$ cat src/hdl/timer_pkg.sv
// Shared constants for the twelve-bit auto-reload pulse timer
`default_nettype none
package timer_pkg;
	localparam int CNT_W = 12;
	localparam int HI_W = CNT_W - 8;
	localparam int ADDR_W = 8;
	localparam int IDX_W = 6;
	localparam logic [CNT_W-1:0] CNT_MAX = 12'hfff;
	localparam logic [CNT_W-1:0] CNT_RESET = 12'h000;
	localparam logic [7:0] REG_RESET = 8'h00;
	localparam int SLOW_DIV = 32;
	localparam int SLOW_DIV_W = $clog2(SLOW_DIV);
	// Register indices; byte address is four times the index
	localparam logic [IDX_W-1:0] IDX_TIMER_CTRL_STATUS = 6'h0d;
	localparam logic [IDX_W-1:0] IDX_COUNTER_HIGH = 6'h0e;
	localparam logic [IDX_W-1:0] IDX_COUNTER_LOW = 6'h0f;
	localparam logic [IDX_W-1:0] IDX_RELOAD_HIGH = 6'h10;
	localparam logic [IDX_W-1:0] IDX_RELOAD_LOW = 6'h11;
	localparam logic [IDX_W-1:0] IDX_PULSE_OUTPUT_CONTROL = 6'h12;
	localparam logic [IDX_W-1:0] IDX_PULSE_CHANNEL_STATUS = 6'h13;
	localparam logic [IDX_W-1:0] IDX_DUTY_HIGH = 6'h17;
	localparam logic [IDX_W-1:0] IDX_DUTY_LOW = 6'h18;
	// timer_ctrl_status fields
	localparam int BIT_CMP_IRQ_EN = 0;
	localparam int BIT_OVF_IRQ_EN = 1;
	localparam int BIT_OVF_FLAG = 2;
	localparam int BIT_CLK_SEL_LO = 3;
	localparam int BIT_CLK_SEL_HI = 4;
	// pulse_output_control and pulse_channel_status fields
	localparam int BIT_PWM_OUT_EN = 0;
	localparam int BIT_CMP_FLAG = 0;
	localparam int BIT_POLARITY = 1;
	localparam logic [1:0] RESP_OKAY = 2'h0;
	localparam logic [1:0] RESP_SLVERR = 2'h2;
	typedef enum logic [1:0] {
		CLK_OFF = 2'b00,
		CLK_LITE_TICK = 2'b01,
		CLK_CPU = 2'b10,
		CLK_RESERVED = 2'b11
	} clk_sel_t;
endpackage
`default_nettype wire

$ cat src/hdl/byte_pair_reg.sv
// Twelve-bit value written as a high and a low byte
`default_nettype none
module byte_pair_reg #(
	parameter int W = 12
) (
	input wire logic clock_i,
	input wire logic arst_n_i,
	input wire logic wr_hi_i,
	input wire logic wr_lo_i,
	input wire logic [7:0] data_i,
	output logic [W-1:0] value_o
);
	always_ff @(posedge clock_i or negedge arst_n_i) begin
		if (!arst_n_i) begin
			value_o <= '0;
		end else if (wr_hi_i) begin
			// Upper bits above W are reserved and dropped
			value_o[W-1:8] <= data_i[W-9:0];
		end else if (wr_lo_i) begin
			value_o[7:0] <= data_i;
		end
	end
endmodule
`default_nettype wire

$ cat src/hdl/count_enable_gen.sv
// Counter clock selection, low-power gating and slow-mode divider
`default_nettype none
module count_enable_gen
	import timer_pkg::*;
(
	input wire logic clock_i,
	input wire logic arst_n_i,
	input wire logic [1:0] clock_select_i,
	input wire logic lite_timer_tick_i,
	input wire logic slow_mode_i,
	input wire logic halt_mode_i,
	input wire logic active_halt_i,
	input wire logic overflow_irq_enable_i,
	output logic count_en_o
);
	logic src;
	logic gate;
	logic [SLOW_DIV_W-1:0] div;

	always_comb begin
		case (clock_select_i)
			CLK_LITE_TICK: src = lite_timer_tick_i;
			CLK_CPU: src = 1'b1;
			default: src = 1'b0;
		endcase
	end

	// Only the tick source with the overflow interrupt keeps counting in active-halt
	assign gate = !halt_mode_i && (!active_halt_i ||
		(clock_select_i == CLK_LITE_TICK && overflow_irq_enable_i)); // RULE20

	always_ff @(posedge clock_i or negedge arst_n_i) begin
		if (!arst_n_i) begin
			div <= '0;
		end else if (src && gate && slow_mode_i) begin
			div <= div + 1'b1; // RULE20
		end
	end

	assign count_en_o = src && gate && (!slow_mode_i || &div); // RULE16
endmodule
`default_nettype wire

$ cat src/hdl/autoreload_timer_pwm.sv
// Twelve-bit auto-reload timer with one pulse output and AXI4-Lite registers
// Operation
// RULE1: Pulse period is 4096 minus reload_value counter clock cycles.
// RULE2: Software keeps reload_value at or below 4094.
// RULE3: Counter starts from zero after reset once a clock is selected.
// RULE4: Overflow reloads counter, loads shadow duty, sets pulse high.
// RULE5: Overflow is counter going from FFFh to reload_value; sets overflow_flag.
// RULE6: Pulse mode: counter equal to active duty drives pulse low.
// RULE7: Software sets duty above reload_value to get a toggling pulse.
// RULE8: Polarity bit inverts the pulse output.
// RULE9: pwm_out_enable hands the pin to the push-pull pulse output.
// RULE10: Duty high byte first; its write suspends compare until low byte.
// RULE11: Every overflow copies duty registers into shadow, even half-written.
// RULE12: Compare mode compares against duty registers at once, no pulse.
// RULE13: Counter equal to compared duty sets compare_flag, interrupt if enabled.
// RULE14: Compare matching only for nonzero duty value.
// RULE15: Software updates duty just after, or near, an overflow.
// RULE16: clock_select picks off, lite-timer tick, CPU clock, or reserved.
// RULE17: Reading control/status clears overflow_flag; flag lasts one counter cycle.
// RULE18: overflow_flag with overflow_irq_enable raises its own interrupt.
// RULE19: Both interrupts wake from wait; only overflow, tick-clocked, from active-halt.
// RULE20: Halt stops counter; active-halt unless tick and irq; slow divides 32.
// RULE21: Counter read as two unlatched bytes.
// RULE22: Reload is twelve bits, upper four bits read zero.
// RULE23: Reading pulse-channel status clears compare_flag.
// RULE24: Polarity bit: 0 normal, 1 inverted, cleared by reset.
// RULE25: All registers reset to zero: clock off, output disabled.
//
// Our own choices: register access over AXI4-Lite and the placing of the registers.
`default_nettype none
module autoreload_timer_pwm
	import timer_pkg::*;
(
	input wire logic clock_i,
	input wire logic arst_n_i,
	input wire logic [timer_pkg::ADDR_W-1:0] awaddr_i,
	input wire logic awvalid_i,
	output logic awready_o,
	input wire logic [31:0] wdata_i,
	input wire logic [3:0] wstrb_i,
	input wire logic wvalid_i,
	output logic wready_o,
	output logic [1:0] bresp_o,
	output logic bvalid_o,
	input wire logic bready_i,
	input wire logic [timer_pkg::ADDR_W-1:0] araddr_i,
	input wire logic arvalid_i,
	output logic arready_o,
	output logic [31:0] rdata_o,
	output logic [1:0] rresp_o,
	output logic rvalid_o,
	input wire logic rready_i,
	input wire logic lite_timer_tick_i,
	input wire logic slow_mode_i,
	input wire logic halt_mode_i,
	input wire logic active_halt_i,
	input wire logic gpio_out_i,
	input wire logic gpio_oe_n_i,
	output logic pin_out_o,
	output logic pin_oe_n_o,
	output logic overflow_irq_o,
	output logic compare_irq_o,
	output logic wake_wait_o,
	output logic wake_active_halt_o
);
	import timer_pkg::*;

	logic [1:0] clock_select;
	logic overflow_flag;
	logic overflow_irq_enable;
	logic compare_irq_enable;
	logic pwm_out_enable;
	logic output_polarity;
	logic compare_flag;
	logic [CNT_W-1:0] counter_value;
	logic [CNT_W-1:0] reload_value;
	logic [CNT_W-1:0] duty_value;
	logic [CNT_W-1:0] shadow_duty;
	logic duty_lock;
	logic pulse_raw;
	logic count_en;
	logic ovf_evt;
	logic cmp_hit;
	logic [CNT_W-1:0] next_counter;
	logic [CNT_W-1:0] cmp_value;

	// Bus slave state
	logic aw_held;
	logic w_held;
	logic [IDX_W-1:0] aw_idx;
	logic [7:0] w_byte;
	logic w_lane0;
	logic wr_fire;
	logic rd_fire;
	logic [IDX_W-1:0] rd_idx;
	logic wr_en;
	logic wr_map_ok;
	logic [7:0] rd_byte;
	logic rd_map_ok;
	logic rd_ctrl;
	logic rd_status;

	assign awready_o = !aw_held && !bvalid_o;
	assign wready_o = !w_held && !bvalid_o;
	assign wr_fire = aw_held && w_held && !bvalid_o;
	assign arready_o = !rvalid_o;
	assign rd_fire = arvalid_i && arready_o;
	assign rd_idx = araddr_i[ADDR_W-1:2];

	always_ff @(posedge clock_i or negedge arst_n_i) begin
		if (!arst_n_i) begin
			aw_held <= 1'b0;
			aw_idx <= '0;
		end else if (awvalid_i && awready_o) begin
			aw_held <= 1'b1;
			aw_idx <= awaddr_i[ADDR_W-1:2];
		end else if (wr_fire) begin
			aw_held <= 1'b0;
		end
	end

	always_ff @(posedge clock_i or negedge arst_n_i) begin
		if (!arst_n_i) begin
			w_held <= 1'b0;
			w_byte <= REG_RESET;
			w_lane0 <= 1'b0;
		end else if (wvalid_i && wready_o) begin
			w_held <= 1'b1;
			w_byte <= wdata_i[7:0];
			w_lane0 <= wstrb_i[0];
		end else if (wr_fire) begin
			w_held <= 1'b0;
		end
	end

	always_comb begin
		case (aw_idx)
			IDX_TIMER_CTRL_STATUS, IDX_RELOAD_HIGH, IDX_RELOAD_LOW,
			IDX_PULSE_OUTPUT_CONTROL, IDX_PULSE_CHANNEL_STATUS,
			IDX_DUTY_HIGH, IDX_DUTY_LOW: wr_map_ok = 1'b1;
			// Counter bytes are read-only, so writes there are refused
			default: wr_map_ok = 1'b0;
		endcase
	end

	// Writes without byte lane 0 are accepted but change nothing
	assign wr_en = wr_fire && wr_map_ok && w_lane0;

	always_ff @(posedge clock_i or negedge arst_n_i) begin
		if (!arst_n_i) begin
			bvalid_o <= 1'b0;
			bresp_o <= RESP_OKAY;
		end else if (wr_fire) begin
			bvalid_o <= 1'b1;
			bresp_o <= wr_map_ok ? RESP_OKAY : RESP_SLVERR;
		end else if (bready_i) begin
			bvalid_o <= 1'b0;
		end
	end

	always_comb begin
		rd_map_ok = 1'b1;
		case (rd_idx)
			IDX_TIMER_CTRL_STATUS: rd_byte = {3'h0, clock_select, overflow_flag,
				overflow_irq_enable, compare_irq_enable};
			IDX_COUNTER_HIGH: rd_byte = {{(8-HI_W){1'b0}}, counter_value[CNT_W-1:8]}; // RULE21
			IDX_COUNTER_LOW: rd_byte = counter_value[7:0]; // RULE21
			IDX_RELOAD_HIGH: rd_byte = {{(8-HI_W){1'b0}}, reload_value[CNT_W-1:8]}; // RULE22
			IDX_RELOAD_LOW: rd_byte = reload_value[7:0];
			IDX_PULSE_OUTPUT_CONTROL: rd_byte = {7'h00, pwm_out_enable};
			IDX_PULSE_CHANNEL_STATUS: rd_byte = {6'h00, output_polarity, compare_flag};
			IDX_DUTY_HIGH: rd_byte = {{(8-HI_W){1'b0}}, duty_value[CNT_W-1:8]};
			IDX_DUTY_LOW: rd_byte = duty_value[7:0];
			default: begin
				rd_byte = REG_RESET;
				rd_map_ok = 1'b0;
			end
		endcase
	end

	always_ff @(posedge clock_i or negedge arst_n_i) begin
		if (!arst_n_i) begin
			rvalid_o <= 1'b0;
			rdata_o <= '0;
			rresp_o <= RESP_OKAY;
		end else if (rd_fire) begin
			rvalid_o <= 1'b1;
			rdata_o <= {24'h000000, rd_byte};
			rresp_o <= rd_map_ok ? RESP_OKAY : RESP_SLVERR;
		end else if (rready_i) begin
			rvalid_o <= 1'b0;
		end
	end

	// Read side effects happen when the address is taken
	assign rd_ctrl = rd_fire && rd_idx == IDX_TIMER_CTRL_STATUS;
	assign rd_status = rd_fire && rd_idx == IDX_PULSE_CHANNEL_STATUS;

	always_ff @(posedge clock_i or negedge arst_n_i) begin
		if (!arst_n_i) begin
			clock_select <= CLK_OFF; // RULE25
			overflow_irq_enable <= 1'b0;
			compare_irq_enable <= 1'b0;
		end else if (wr_en && aw_idx == IDX_TIMER_CTRL_STATUS) begin
			clock_select <= w_byte[BIT_CLK_SEL_HI:BIT_CLK_SEL_LO]; // RULE16
			overflow_irq_enable <= w_byte[BIT_OVF_IRQ_EN];
			compare_irq_enable <= w_byte[BIT_CMP_IRQ_EN];
		end
	end

	always_ff @(posedge clock_i or negedge arst_n_i) begin
		if (!arst_n_i) begin
			pwm_out_enable <= 1'b0; // RULE25
		end else if (wr_en && aw_idx == IDX_PULSE_OUTPUT_CONTROL) begin
			pwm_out_enable <= w_byte[BIT_PWM_OUT_EN];
		end
	end

	always_ff @(posedge clock_i or negedge arst_n_i) begin
		if (!arst_n_i) begin
			output_polarity <= 1'b0; // RULE24
		end else if (wr_en && aw_idx == IDX_PULSE_CHANNEL_STATUS) begin
			output_polarity <= w_byte[BIT_POLARITY]; // RULE24
		end
	end

	byte_pair_reg #(
		.W(CNT_W)
	) u_reload (
		.clock_i(clock_i),
		.arst_n_i(arst_n_i),
		.wr_hi_i(wr_en && aw_idx == IDX_RELOAD_HIGH),
		.wr_lo_i(wr_en && aw_idx == IDX_RELOAD_LOW),
		.data_i(w_byte),
		.value_o(reload_value)
	);

	byte_pair_reg #(
		.W(CNT_W)
	) u_duty (
		.clock_i(clock_i),
		.arst_n_i(arst_n_i),
		.wr_hi_i(wr_en && aw_idx == IDX_DUTY_HIGH),
		.wr_lo_i(wr_en && aw_idx == IDX_DUTY_LOW),
		.data_i(w_byte),
		.value_o(duty_value)
	);

	count_enable_gen u_count_en (
		.clock_i(clock_i),
		.arst_n_i(arst_n_i),
		.clock_select_i(clock_select),
		.lite_timer_tick_i(lite_timer_tick_i),
		.slow_mode_i(slow_mode_i),
		.halt_mode_i(halt_mode_i),
		.active_halt_i(active_halt_i),
		.overflow_irq_enable_i(overflow_irq_enable),
		.count_en_o(count_en)
	);

	// Counter
	assign ovf_evt = count_en && counter_value == CNT_MAX; // RULE5
	assign next_counter = ovf_evt ? reload_value : counter_value + 1'b1; // RULE1

	always_ff @(posedge clock_i or negedge arst_n_i) begin
		if (!arst_n_i) begin
			counter_value <= CNT_RESET; // RULE3
		end else if (count_en) begin
			counter_value <= next_counter; // RULE4
		end
	end

	// Flag lasts one counter cycle; a new overflow beats any clear
	always_ff @(posedge clock_i or negedge arst_n_i) begin
		if (!arst_n_i) begin
			overflow_flag <= 1'b0;
		end else if (ovf_evt) begin
			overflow_flag <= 1'b1; // RULE5
		end else if (rd_ctrl || count_en) begin
			overflow_flag <= 1'b0; // RULE17
		end
	end

	// Compare is suspended between the duty high and low byte writes
	always_ff @(posedge clock_i or negedge arst_n_i) begin
		if (!arst_n_i) begin
			duty_lock <= 1'b0;
		end else if (wr_en && aw_idx == IDX_DUTY_HIGH) begin
			duty_lock <= 1'b1; // RULE10
		end else if (wr_en && aw_idx == IDX_DUTY_LOW) begin
			duty_lock <= 1'b0; // RULE10
		end
	end

	// Copied even mid-update, so it may pair a new high byte with an old low byte
	always_ff @(posedge clock_i or negedge arst_n_i) begin
		if (!arst_n_i) begin
			shadow_duty <= CNT_RESET;
		end else if (ovf_evt) begin
			shadow_duty <= duty_value; // RULE11
		end
	end

	assign cmp_value = pwm_out_enable ? shadow_duty : duty_value; // RULE12
	assign cmp_hit = count_en && !duty_lock && cmp_value != CNT_RESET &&
		next_counter == cmp_value; // RULE14

	always_ff @(posedge clock_i or negedge arst_n_i) begin
		if (!arst_n_i) begin
			compare_flag <= 1'b0;
		end else if (cmp_hit) begin
			compare_flag <= 1'b1; // RULE13
		end else if (rd_status) begin
			compare_flag <= 1'b0; // RULE23
		end
	end

	// Match wins over overflow so duty equal to reload gives a flat output
	always_ff @(posedge clock_i or negedge arst_n_i) begin
		if (!arst_n_i) begin
			pulse_raw <= 1'b0;
		end else if (cmp_hit && pwm_out_enable) begin
			pulse_raw <= 1'b0; // RULE6
		end else if (ovf_evt) begin
			pulse_raw <= 1'b1; // RULE4
		end
	end

	// Pin is registered, so it lags the pulse by one clock
	always_ff @(posedge clock_i or negedge arst_n_i) begin
		if (!arst_n_i) begin
			pin_out_o <= 1'b0;
			pin_oe_n_o <= 1'b1;
		end else if (pwm_out_enable) begin
			pin_out_o <= pulse_raw ^ output_polarity; // RULE8
			pin_oe_n_o <= 1'b0; // RULE9
		end else begin
			pin_out_o <= gpio_out_i; // RULE9
			pin_oe_n_o <= gpio_oe_n_i;
		end
	end

	assign overflow_irq_o = overflow_flag && overflow_irq_enable; // RULE18
	assign compare_irq_o = compare_flag && compare_irq_enable; // RULE13
	assign wake_wait_o = overflow_irq_o || compare_irq_o; // RULE19
	assign wake_active_halt_o = overflow_irq_o && clock_select == CLK_LITE_TICK; // RULE19
endmodule
`default_nettype wire

$ cat config.mk
export PLATFORM = sky130hd
export DESIGN_NAME = autoreload_timer_pwm
export DESIGN_NICKNAME = d
export VERILOG_FILES = /design/src/hdl/timer_pkg.sv /design/src/hdl/byte_pair_reg.sv /design/src/hdl/count_enable_gen.sv /design/src/hdl/autoreload_timer_pwm.sv
export SDC_FILE = /design/constraint.sdc
export NUM_CORES = 1
export LEC_CHECK = 0
export BUFFER_PORTS_ARGS = -buffer_cell sky130_fd_sc_hd__buf_2
export CORE_ASPECT_RATIO = 0.7
export CORE_MARGIN = 2
export CORE_UTILIZATION = 40
export CTS_BUF_LIST = sky130_fd_sc_hd__clkbuf_8
export DETAILED_ROUTE_END_ITERATION = 10
export GPL_TIMING_DRIVEN = 0
export SETUP_SLACK_MARGIN = 0.15
export SYNTH_ARGS = -nofsm -noshare
export SYNTH_HDL_FRONTEND = slang
export SYNTH_SLANG_ARGS = --single-unit
$ cat constraint.sdc
create_clock -name clock_i -period 3.6 [get_ports clock_i]
set_input_delay 0.54 -clock clock_i [delete_from_list [all_inputs] [get_ports clock_i]]
set_output_delay 0.54 -clock clock_i [all_outputs]
set_load 0.01 [all_outputs]
Yosys cells after proc, flatten, opt, wreduce, memory -nomap -nowiden. Cells that the tools add are included.

Register bits after elaboration: 96. Output and inout bits: 47. Logic and storage cells: 135.

Equality and inequality tests: 20. Add/subtract/negate cells: 2. Reduce and logical (&&, ||, !) cells: 57. Multiplexer cells: 25. Bitwise logic cells: 3.

Operators by type and width (count): equality test 6 x 5 -> 1 bit (second input constant) (12); one-hot mux 8 bit (9 select lines) (1); logical AND 1 bit (31); equality test 6 x 4 -> 1 bit (second input constant) (4); 2-to-1 mux 12 bit (2); 2-to-1 mux 1 bit (19); nonzero test 2 bit (8); adder 12 x 1 -> 12 bit (second input constant) (1); equality test 12 bit (1); equality test 12 bit (second input constant) (1); nonzero test 12 bit (1); OR reduction 9 bit (1); logical NOT 1 bit (8); OR reduction 7 bit (1); adder 5 x 1 -> 5 bit (second input constant) (1); AND reduction 5 bit (1); logical OR 1 bit (4); 2-to-1 mux 2 bit (2); AND reduction 2 bit (2); equality test 2 x 1 -> 1 bit (second input constant) (1); equality test 2 bit (second input constant) (1); inverter 1 bit (2); one-hot mux 1 bit (2 select lines) (1); bitwise XOR 1 bit (1).

Depth between registers and ports, before layout. Gate-level depths: netlist of the first run.

Word-level depth: 12. Depth in mapped cells: 11. Gate-level depth less buffers: 10.

By module. A second synthesis of the first run with hierarchy kept.

Cells, all modules: 522. Area, all modules: 5371.4 µm².

Modules (own cells, without submodules): autoreload_timer_pwm (times used 1, area each 4066.4 µm², cells an instance 443); byte_pair_reg (times used 2, area each 485.5 µm², cells an instance 26); count_enable_gen (times used 1, area each 334.1 µm², cells an instance 27).

Worst setup path after synthesis of the first run. No wires, ideal clock.

Path type: register -> register. From: register u_count_en.div[0]. To: register pulse_raw. Setup slack: 1.028 ns. Stages on the path, launching flop included: 12. Path buffers: 1. Library setup time: 0.126 ns. Period minus slack after synthesis: 2.572 ns. Arrival: 2.446 ns. Required time: 3.474 ns. Cells stage by stage: dfrtp_1 > ha_1 > and3_1 > ha_1 > nand2b_1 > and4b_1 > buf_2 > nand2_2 > o211ai_1 > a221o_1 > nand4b_4 > o32a_1.

Cells in the longest elaborated chain, start to end: 9. Elaborated cells between the ends (all ways): 12.

Ends and longest elaborated chain: start, declared (line count_enable_gen.sv:18) `logic [SLOW_DIV_W-1:0] div;`; start signal, assigned (line count_enable_gen.sv:36) `div <= div + 1'b1;`; AND reduction 5 bit (*) (line count_enable_gen.sv:40) `assign count_en_o = src && gate && (!slow_mode_i || &div);`; logical OR 1 bit (*) (line count_enable_gen.sv:40); logical AND 1 bit (*) (line count_enable_gen.sv:40); logical AND 1 bit (line autoreload_timer_pwm.sv:262) `assign ovf_evt = count_en && counter_value == CNT_MAX;`; 2-to-1 mux 12 bit (line autoreload_timer_pwm.sv:263) `assign next_counter = ovf_evt ? reload_value : counter_value + 1'b1;`; equality test 12 bit (line autoreload_timer_pwm.sv:306) `next_counter == cmp_value;`; logical AND 1 bit (line autoreload_timer_pwm.sv:305) `assign cmp_hit = count_en && !duty_lock && cmp_value != CNT_RESET &&`; logical AND 1 bit (line autoreload_timer_pwm.sv:322) `end else if (cmp_hit && pwm_out_enable) begin`; 2-to-1 mux 1 bit or nonzero test 2 bit (tied branches); end signal, assigned (line autoreload_timer_pwm.sv:321) `pulse_raw <= 1'b0;`; end signal, assigned (line autoreload_timer_pwm.sv:323) `pulse_raw <= 1'b0;`; end signal, assigned (line autoreload_timer_pwm.sv:325) `pulse_raw <= 1'b1;`; end, declared (line autoreload_timer_pwm.sv:80) `logic pulse_raw;`.

Mark *: on every way between the ends. The rest lies on a longest branch, timed or not. A chain may end at the register's enable or synchronous reset.

Final worst setup path of the first run. Ends and elaborated chain as after synthesis.

==> flow_metrics.env, run 1 <==
export IMPL_vias_per_cell=5.51
export IMPL_fin_crit_sh_pct=84.5
export IMPL_core_area_mm2=0.0131
export IMPL_clk_path_buf_depth=2
export IMPL_cts_hold_buf=0
export IMPL_cellPowerDensity_mw_per_mm2=420
export IMPL_clk_insertion_delay_late_ps=390
export IMPL_tns_ps=0
export IMPL_post_cts_resize_count=0
export IMPL_nets=690
export IMPL_max_freq_mhz=329
export IMPL_drive_above_1_share_pct=27.4
export IMPL_synth_area_leaders="dfrtp_1, mux2_2, nand2_1"
export IMPL_worst_r2r_cell_count=10
export IMPL_overflow=0
export IMPL_finalHoldViolCount=0
export IMPL_finalSetupViolCount=0
export IMPL_final_cell_count_no_fill=791
export IMPL_hold_ws_ps=63.9
export IMPL_cp_required_ps=3880
export IMPL_postSynth_asyncResetShare_pct=100
export IMPL_grt_pass1_vias=4193
export IMPL_r2r_end="pulse_raw"
export IMPL_crit_family="simple AND/OR/NAND/NOR gates"
export IMPL_cts_buffers=9
export IMPL_grt_max_degree=70
export IMPL_rsz0062_at_grt="false"
export IMPL_clk_pin_slew_ps=110
export IMPL_syn2layout_area_growth_pct=14.8
export IMPL_slew_viol_final=0
export IMPL_synth_edf_count=0
export IMPL_dp_cells=775
export IMPL_cts_htree_levels=3
export IMPL_die_h_um=100
export IMPL_cts_tree="done"
export IMPL_finalWirelength_um=14300
export IMPL_finClkSkew_ps=15.9
export IMPL_ys_seq_elements=94
export IMPL_cap_violations=0
export IMPL_critPathSlowestCell="nor2_1"
export IMPL_critPathLaunchType="register"
export IMPL_pin_count=112
export IMPL_post_cts_buffers=0
export IMPL_cpPeakStageDelay_ps=570
export IMPL_antenna_found_initial=0
export IMPL_cp_max_fo=10
export IMPL_crit_path_end_kind="register"
export IMPL_layout_area_seq_mm2=0.00235
export IMPL_gp_congestion=0.936
export IMPL_seq_area_frac_synth_pct=44.2
export IMPL_synth_cell_types=74
export IMPL_synth_warnings=0
export IMPL_clockRootBuffer="clkbuf_8"
export IMPL_portBuffers=53
export IMPL_slew_headroom_pct=53.0
export IMPL_drcViolationCount=0
export IMPL_fillers=1257
export IMPL_syn_avg_cell_area_um2=10.0
export IMPL_outcome="completed"
export IMPL_wire_per_inst_um=18.1
export IMPL_hold_path_class="primary input to asynchronous set/reset pin"
export IMPL_initial_core_util_pct=40.8
export IMPL_synth_ff_type="dfrtp_1"
export IMPL_drt_iter0_drc=410
export IMPL_routed_via_count=4360
export IMPL_grt_usage_pct=21.1
export IMPL_grt_first_pass_wirelength_um=22900
export IMPL_critical_path_class="register to register"
export IMPL_cp_startpoint="u_count_en.div[0]"
export IMPL_worst_pin_slew_ps=699
export IMPL_fin_crit_ps=3040
export IMPL_dieArea_mm2=0.0143
export IMPL_cts_sinks=94
export IMPL_critPathBufInv=0
export IMPL_power_leakage_nw=2.89
export IMPL_crit_chain="ha_1 -> and3_1 -> ha_1 -> nand2b_1 -> nand4b_1 -> nor2_1 -> a21oi_1 -> a211oi_2 -> nand4b_4 -> o32a_1"
export IMPL_netlist_area_mm2=0.00532
export IMPL_row_count=35
export IMPL_arrival_ps=3330
export IMPL_multi_input_area_mm2=0.00270
export IMPL_num_antenna_cells=0
export IMPL_firstDrtPassIters=7
export IMPL_ir_worst_vdd_mv=0.331
export IMPL_drt_antenna_violating_nets=0
export IMPL_rrSetupSlack_ps=560
export IMPL_die_w_um=142
export IMPL_yosys_area_top_type="dfrtp_1"
export IMPL_synthCells=530
export IMPL_yosysTopAreaCellShare_pct=43.8
export IMPL_r2r_start="u_count_en.div[0]"
export IMPL_dp_hpwl_um=11000
export IMPL_cp_common_cell="ha_1"
-- stage by stage --
step	worst slack, ps	cell area, µm²	utilization (%)	power [mW]
detailed placement	546	5920	45.3	1.89
finish	557	6110	46.8	2.57
global placement	559	5890	45.1	1.86
global route	343	6110	46.8	2.71
CTS	529	6110	46.8	2.59
floorplan	1030	5410	-	1.69
-- power by group --
group	switching (mW)	internal [mW]
combinational	0.270	0.263
sequential	0.144	1.19
clock	0.435	0.268
-- worst reg2reg max path, stage by stage (launching register included) --
cell and delay, ps:
dfrtp_1 400, ha_1 180, and3_1 150, ha_1 120, nand2b_1 110, nand4b_1 460
nor2_1 580, a21oi_1 150, a211oi_2 300, nand4b_4 140, o32a_1 350
-- synth_stat cells, types with 5 or more instances --
master	n
nor3_1	10
or3_1	6
mux2i_1	15
a22oi_1	7
xor2_1	7
clkbuf_1	18
ha_1	5
nand4_1	7
or4_1	6
nor2_1	23
nand3_1	12
inv_1	8
a21oi_1	20
xnor2_1	12
dfrtp_1	93
buf_2	6
buf_4	28
o21ai_0	29
nand2_1	80
mux2_2	48
-- area by class of cell --
cell class	instances	area share [%]
Multi-Input combinational cell	398	44.2
Sequential cell	94	38.5
Buffer	55	5.37
Timing Repair Buffer	54	4.84
Tap cell	166	3.40
Clock buffer	9	2.03
Clock inverter	7	1.09
Inverter	8	0.492
-- cell usage in the layout (no fill, tap or decap), drive strengths merged, types with 3 or more instances in the layout --
cell	count
a21oi	20
a221o	3
a222oi	4
a22oi	7
a31oi	4
and2	4
and3	5
and4	4
buf	90
clkbuf	28
conb	26
dfrtp	93
ha	5
inv	13
mux2	52
mux2i	17
nand2	81
nand2b	4
nand3	12
nand4	7
nand4b	3
nor2	24
nor3	11
o21ai	30
o22ai	4
or3	7
or4	6
xnor2	12
xor2	7
-- cell families after synthesis --
family	count (synthesis)	share of synthesized area (%)
AOI/OAI and AO/OA	98	12.4
muxes	69	14.5
other	1	0.0705
buffers and inverters	63	6.73
adders and majority gates	5	1.18
xor gates and xnor gates	20	3.55
DFF	94	44.2
and+or+nand+nor	180	17.4
-- state kept, by name (all words and copies together), names as in the netlist, 2 cells and up --
signal,flops
aw_idx,6
clock_select,2
counter_value,12
rdata_o,8
shadow_duty,12
u_count_en.div,5
u_duty.value_o,12
u_reload.value_o,12
w_byte,8
-- worst max-delay path by stage --
stage | depth (start not counted) | endpoint | slack [ps]
final | 10 | pulse_raw | 560
after global routing | 10 | pulse_raw | 340
after CTS | 10 | pulse_raw | 530
after detailed placement | 10 | pulse_raw | 550
after global placement | 9 | pulse_raw | 560
after floorplan | 11 | pulse_raw | 1030
-- per-layer routing --
metal | share of wire, % | track usage (%)
met1 | 49 | 32.6
met2 | 42 | 30.1
met3 | 7.1 | 3.80
met4 | 1.7 | 6.23
met5 | 0 | 0
Power figures use the tool's default switching activity.
==> inputs of run 2 (changes only) <==
==> constraint.sdc (replaced) <==
create_clock -name clock_i -period 3.02 [get_ports clock_i]
set_input_delay 0.453 -clock clock_i [delete_from_list [all_inputs] [get_ports clock_i]]
set_output_delay 0.453 -clock clock_i [all_outputs]
set_load 0.01 [all_outputs]
==> run 2 against run 1 <==
- setup slack worse by 260 ps
- combinational power increased by 19%
- power up 19%
- critical path depth decreased by 1
- register-to-register slack got worse by 260 ps
- largest power group unchanged
- highest routed layer unchanged
==> flow_metrics.env, run 2 (synthesis results as in run 1) <==
export IMPL_antenna_found_initial=0
export IMPL_grt_first_pass_wirelength_um=23000
export IMPL_clockRootBuffer="clkbuf_8"
export IMPL_row_count=35
export IMPL_slew_headroom_pct=52.4
export IMPL_mostFrequentLayoutCells="dfrtp_1, nand2_1, buf_2"
export IMPL_grt_usage_pct=21.2
export IMPL_critical_path_class="register to register"
export IMPL_final_common_cell="dfrtp_1"
export IMPL_power_leakage_nw=2.93
export IMPL_cap_violations=0
export IMPL_critPathLaunchType="register"
export IMPL_rsz0062_at_grt="false"
export IMPL_routed_via_count=4403
export IMPL_dieArea_mm2=0.0143
export IMPL_final_cell_area_mm2=0.00619
export IMPL_cts_buffers=9
export IMPL_min_path_cells=2
export IMPL_core_area_mm2=0.0131
export IMPL_drive_above_1_share_pct=28.8
export IMPL_fin_crit_ps=2730
export IMPL_die_w_um=142
export IMPL_crit_path_end_kind="register"
export IMPL_finalWirelength_um=14400
export IMPL_drt_antenna_violating_nets=0
export IMPL_worst_pin_slew_ps=713
export IMPL_gp_congestion=0.936
export IMPL_nets=697
export IMPL_cts_htree_levels=3
export IMPL_num_antenna_cells=0
export IMPL_pin_count=112
export IMPL_portBuffers=53
export IMPL_cellPowerDensity_mw_per_mm2=495
export IMPL_hold_path_class="primary input to register"
export IMPL_cp_required_ps=3300
export IMPL_outcome="completed"
export IMPL_clk_pin_slew_ps=110
export IMPL_max_freq_mhz=367
export IMPL_cts_tree="done"
export IMPL_slew_viol_final=0
export IMPL_fin_crit_sh_pct=90.3
export IMPL_finalSetupViolCount=0
export IMPL_cp_max_fo=10
export IMPL_drcViolationCount=0
export IMPL_clk_insertion_delay_late_ps=390
export IMPL_hold_ws_ps=227
export IMPL_wire_per_inst_um=18.1
export IMPL_firstDrtPassIters=5
export IMPL_arrival_ps=3010
export IMPL_ir_worst_vdd_mv=0.396
export IMPL_overflow=0
export IMPL_place_area_mm2=0.00592
export IMPL_finalHoldViolCount=0
export IMPL_dp_hpwl_um=11000
export IMPL_worst_r2r_cell_count=9
export IMPL_finClkSkew_ps=16.3
export IMPL_grt_max_degree=70
export IMPL_vias_per_cell=5.52
export IMPL_syn2layout_area_growth_pct=16.3
export IMPL_initial_core_util_pct=40.8
export IMPL_cts_sinks=94
export IMPL_clk_path_buf_depth=2
export IMPL_die_h_um=100
export IMPL_grt_pass1_vias=4209
export IMPL_drt_iter0_drc=463
[run 2: layer usage]
layer | global-route usage, % | vias up | wire [µm]
met2 | 30.1 | 174 | 6000
met3 | 3.94 | 25 | 1150
met4 | 6.46 | 0 | 265
met5 | 0 | - | 0
met1 | 32.7 | 2150 | 7010
li1 | - | 2054 | -
[run 2: critical path, stage by stage (launching register included)]
cell	delay, ps
dfrtp_2	460
ha_2	280
and3_1	170
buf_4	140
and4_1	310
nand2_4	140
a211o_1	250
a221o_1	340
nand4b_4	190
o32a_1	340
[run 2: stage by stage]
stage	setup WS, ps	instances	util (%)	setup TNS (ps)	total power [mW]
after global placement	-20.8	774	45.1	-20.8	2.22
after floorplan	448	555	-	0	2.01
final	294	798	47.4	0	3.06
after global routing	143	798	47.4	0	3.23
after detailed placement	-34.3	775	45.3	-34.3	2.25
after CTS	156	794	47.1	0	3.09
[run 2: report_power, final]
part / switching, mW / internal, mW / leakage [nW] / total (mW)
clock network: 0.520 / 0.320 / 0.101 / 0.840
registers: 0.170 / 1.41 / 1.26 / 1.58
logic: 0.323 / 0.315 / 1.57 / 0.638
total: 1.01 / 2.05 / 2.93 / 3.06
[run 2: final cells by class]
type	count	area [µm²]
Inverter	8	30.0
Tap cell	166	208
Timing Repair Buffer	61	350
Fill cell	1252	6860
Multi-Input combinational cell	398	2720
Clock buffer	9	124
Buffer	55	334
Sequential cell	94	2360
Clock inverter	7	66.3
[run 2: path summary, 6_finish.rpt]
kind / start / endpoint / slack (ps)
setup / recovery: counter_value[1] / pulse_raw / 290
hold / removal: bready_i / bvalid_o / 230
setup reg to reg: counter_value[1] / pulse_raw / 290
hold reg to reg: u_count_en.div[3] / u_count_en.div[3] / 480
max in group asynchronous: arst_n_i / aw_idx[2] / 1820
min in group asynchronous: arst_n_i / shadow_duty[1] / 520
[run 2: repair_timing]
item,4_1_cts,5_1_grt
pin swaps,1,1
resized for setup,3,7
hold buffers,1,0
hold endpoints to repair,22,0
endpoints found under the setup margin,1,1
buffers inserted,2,4
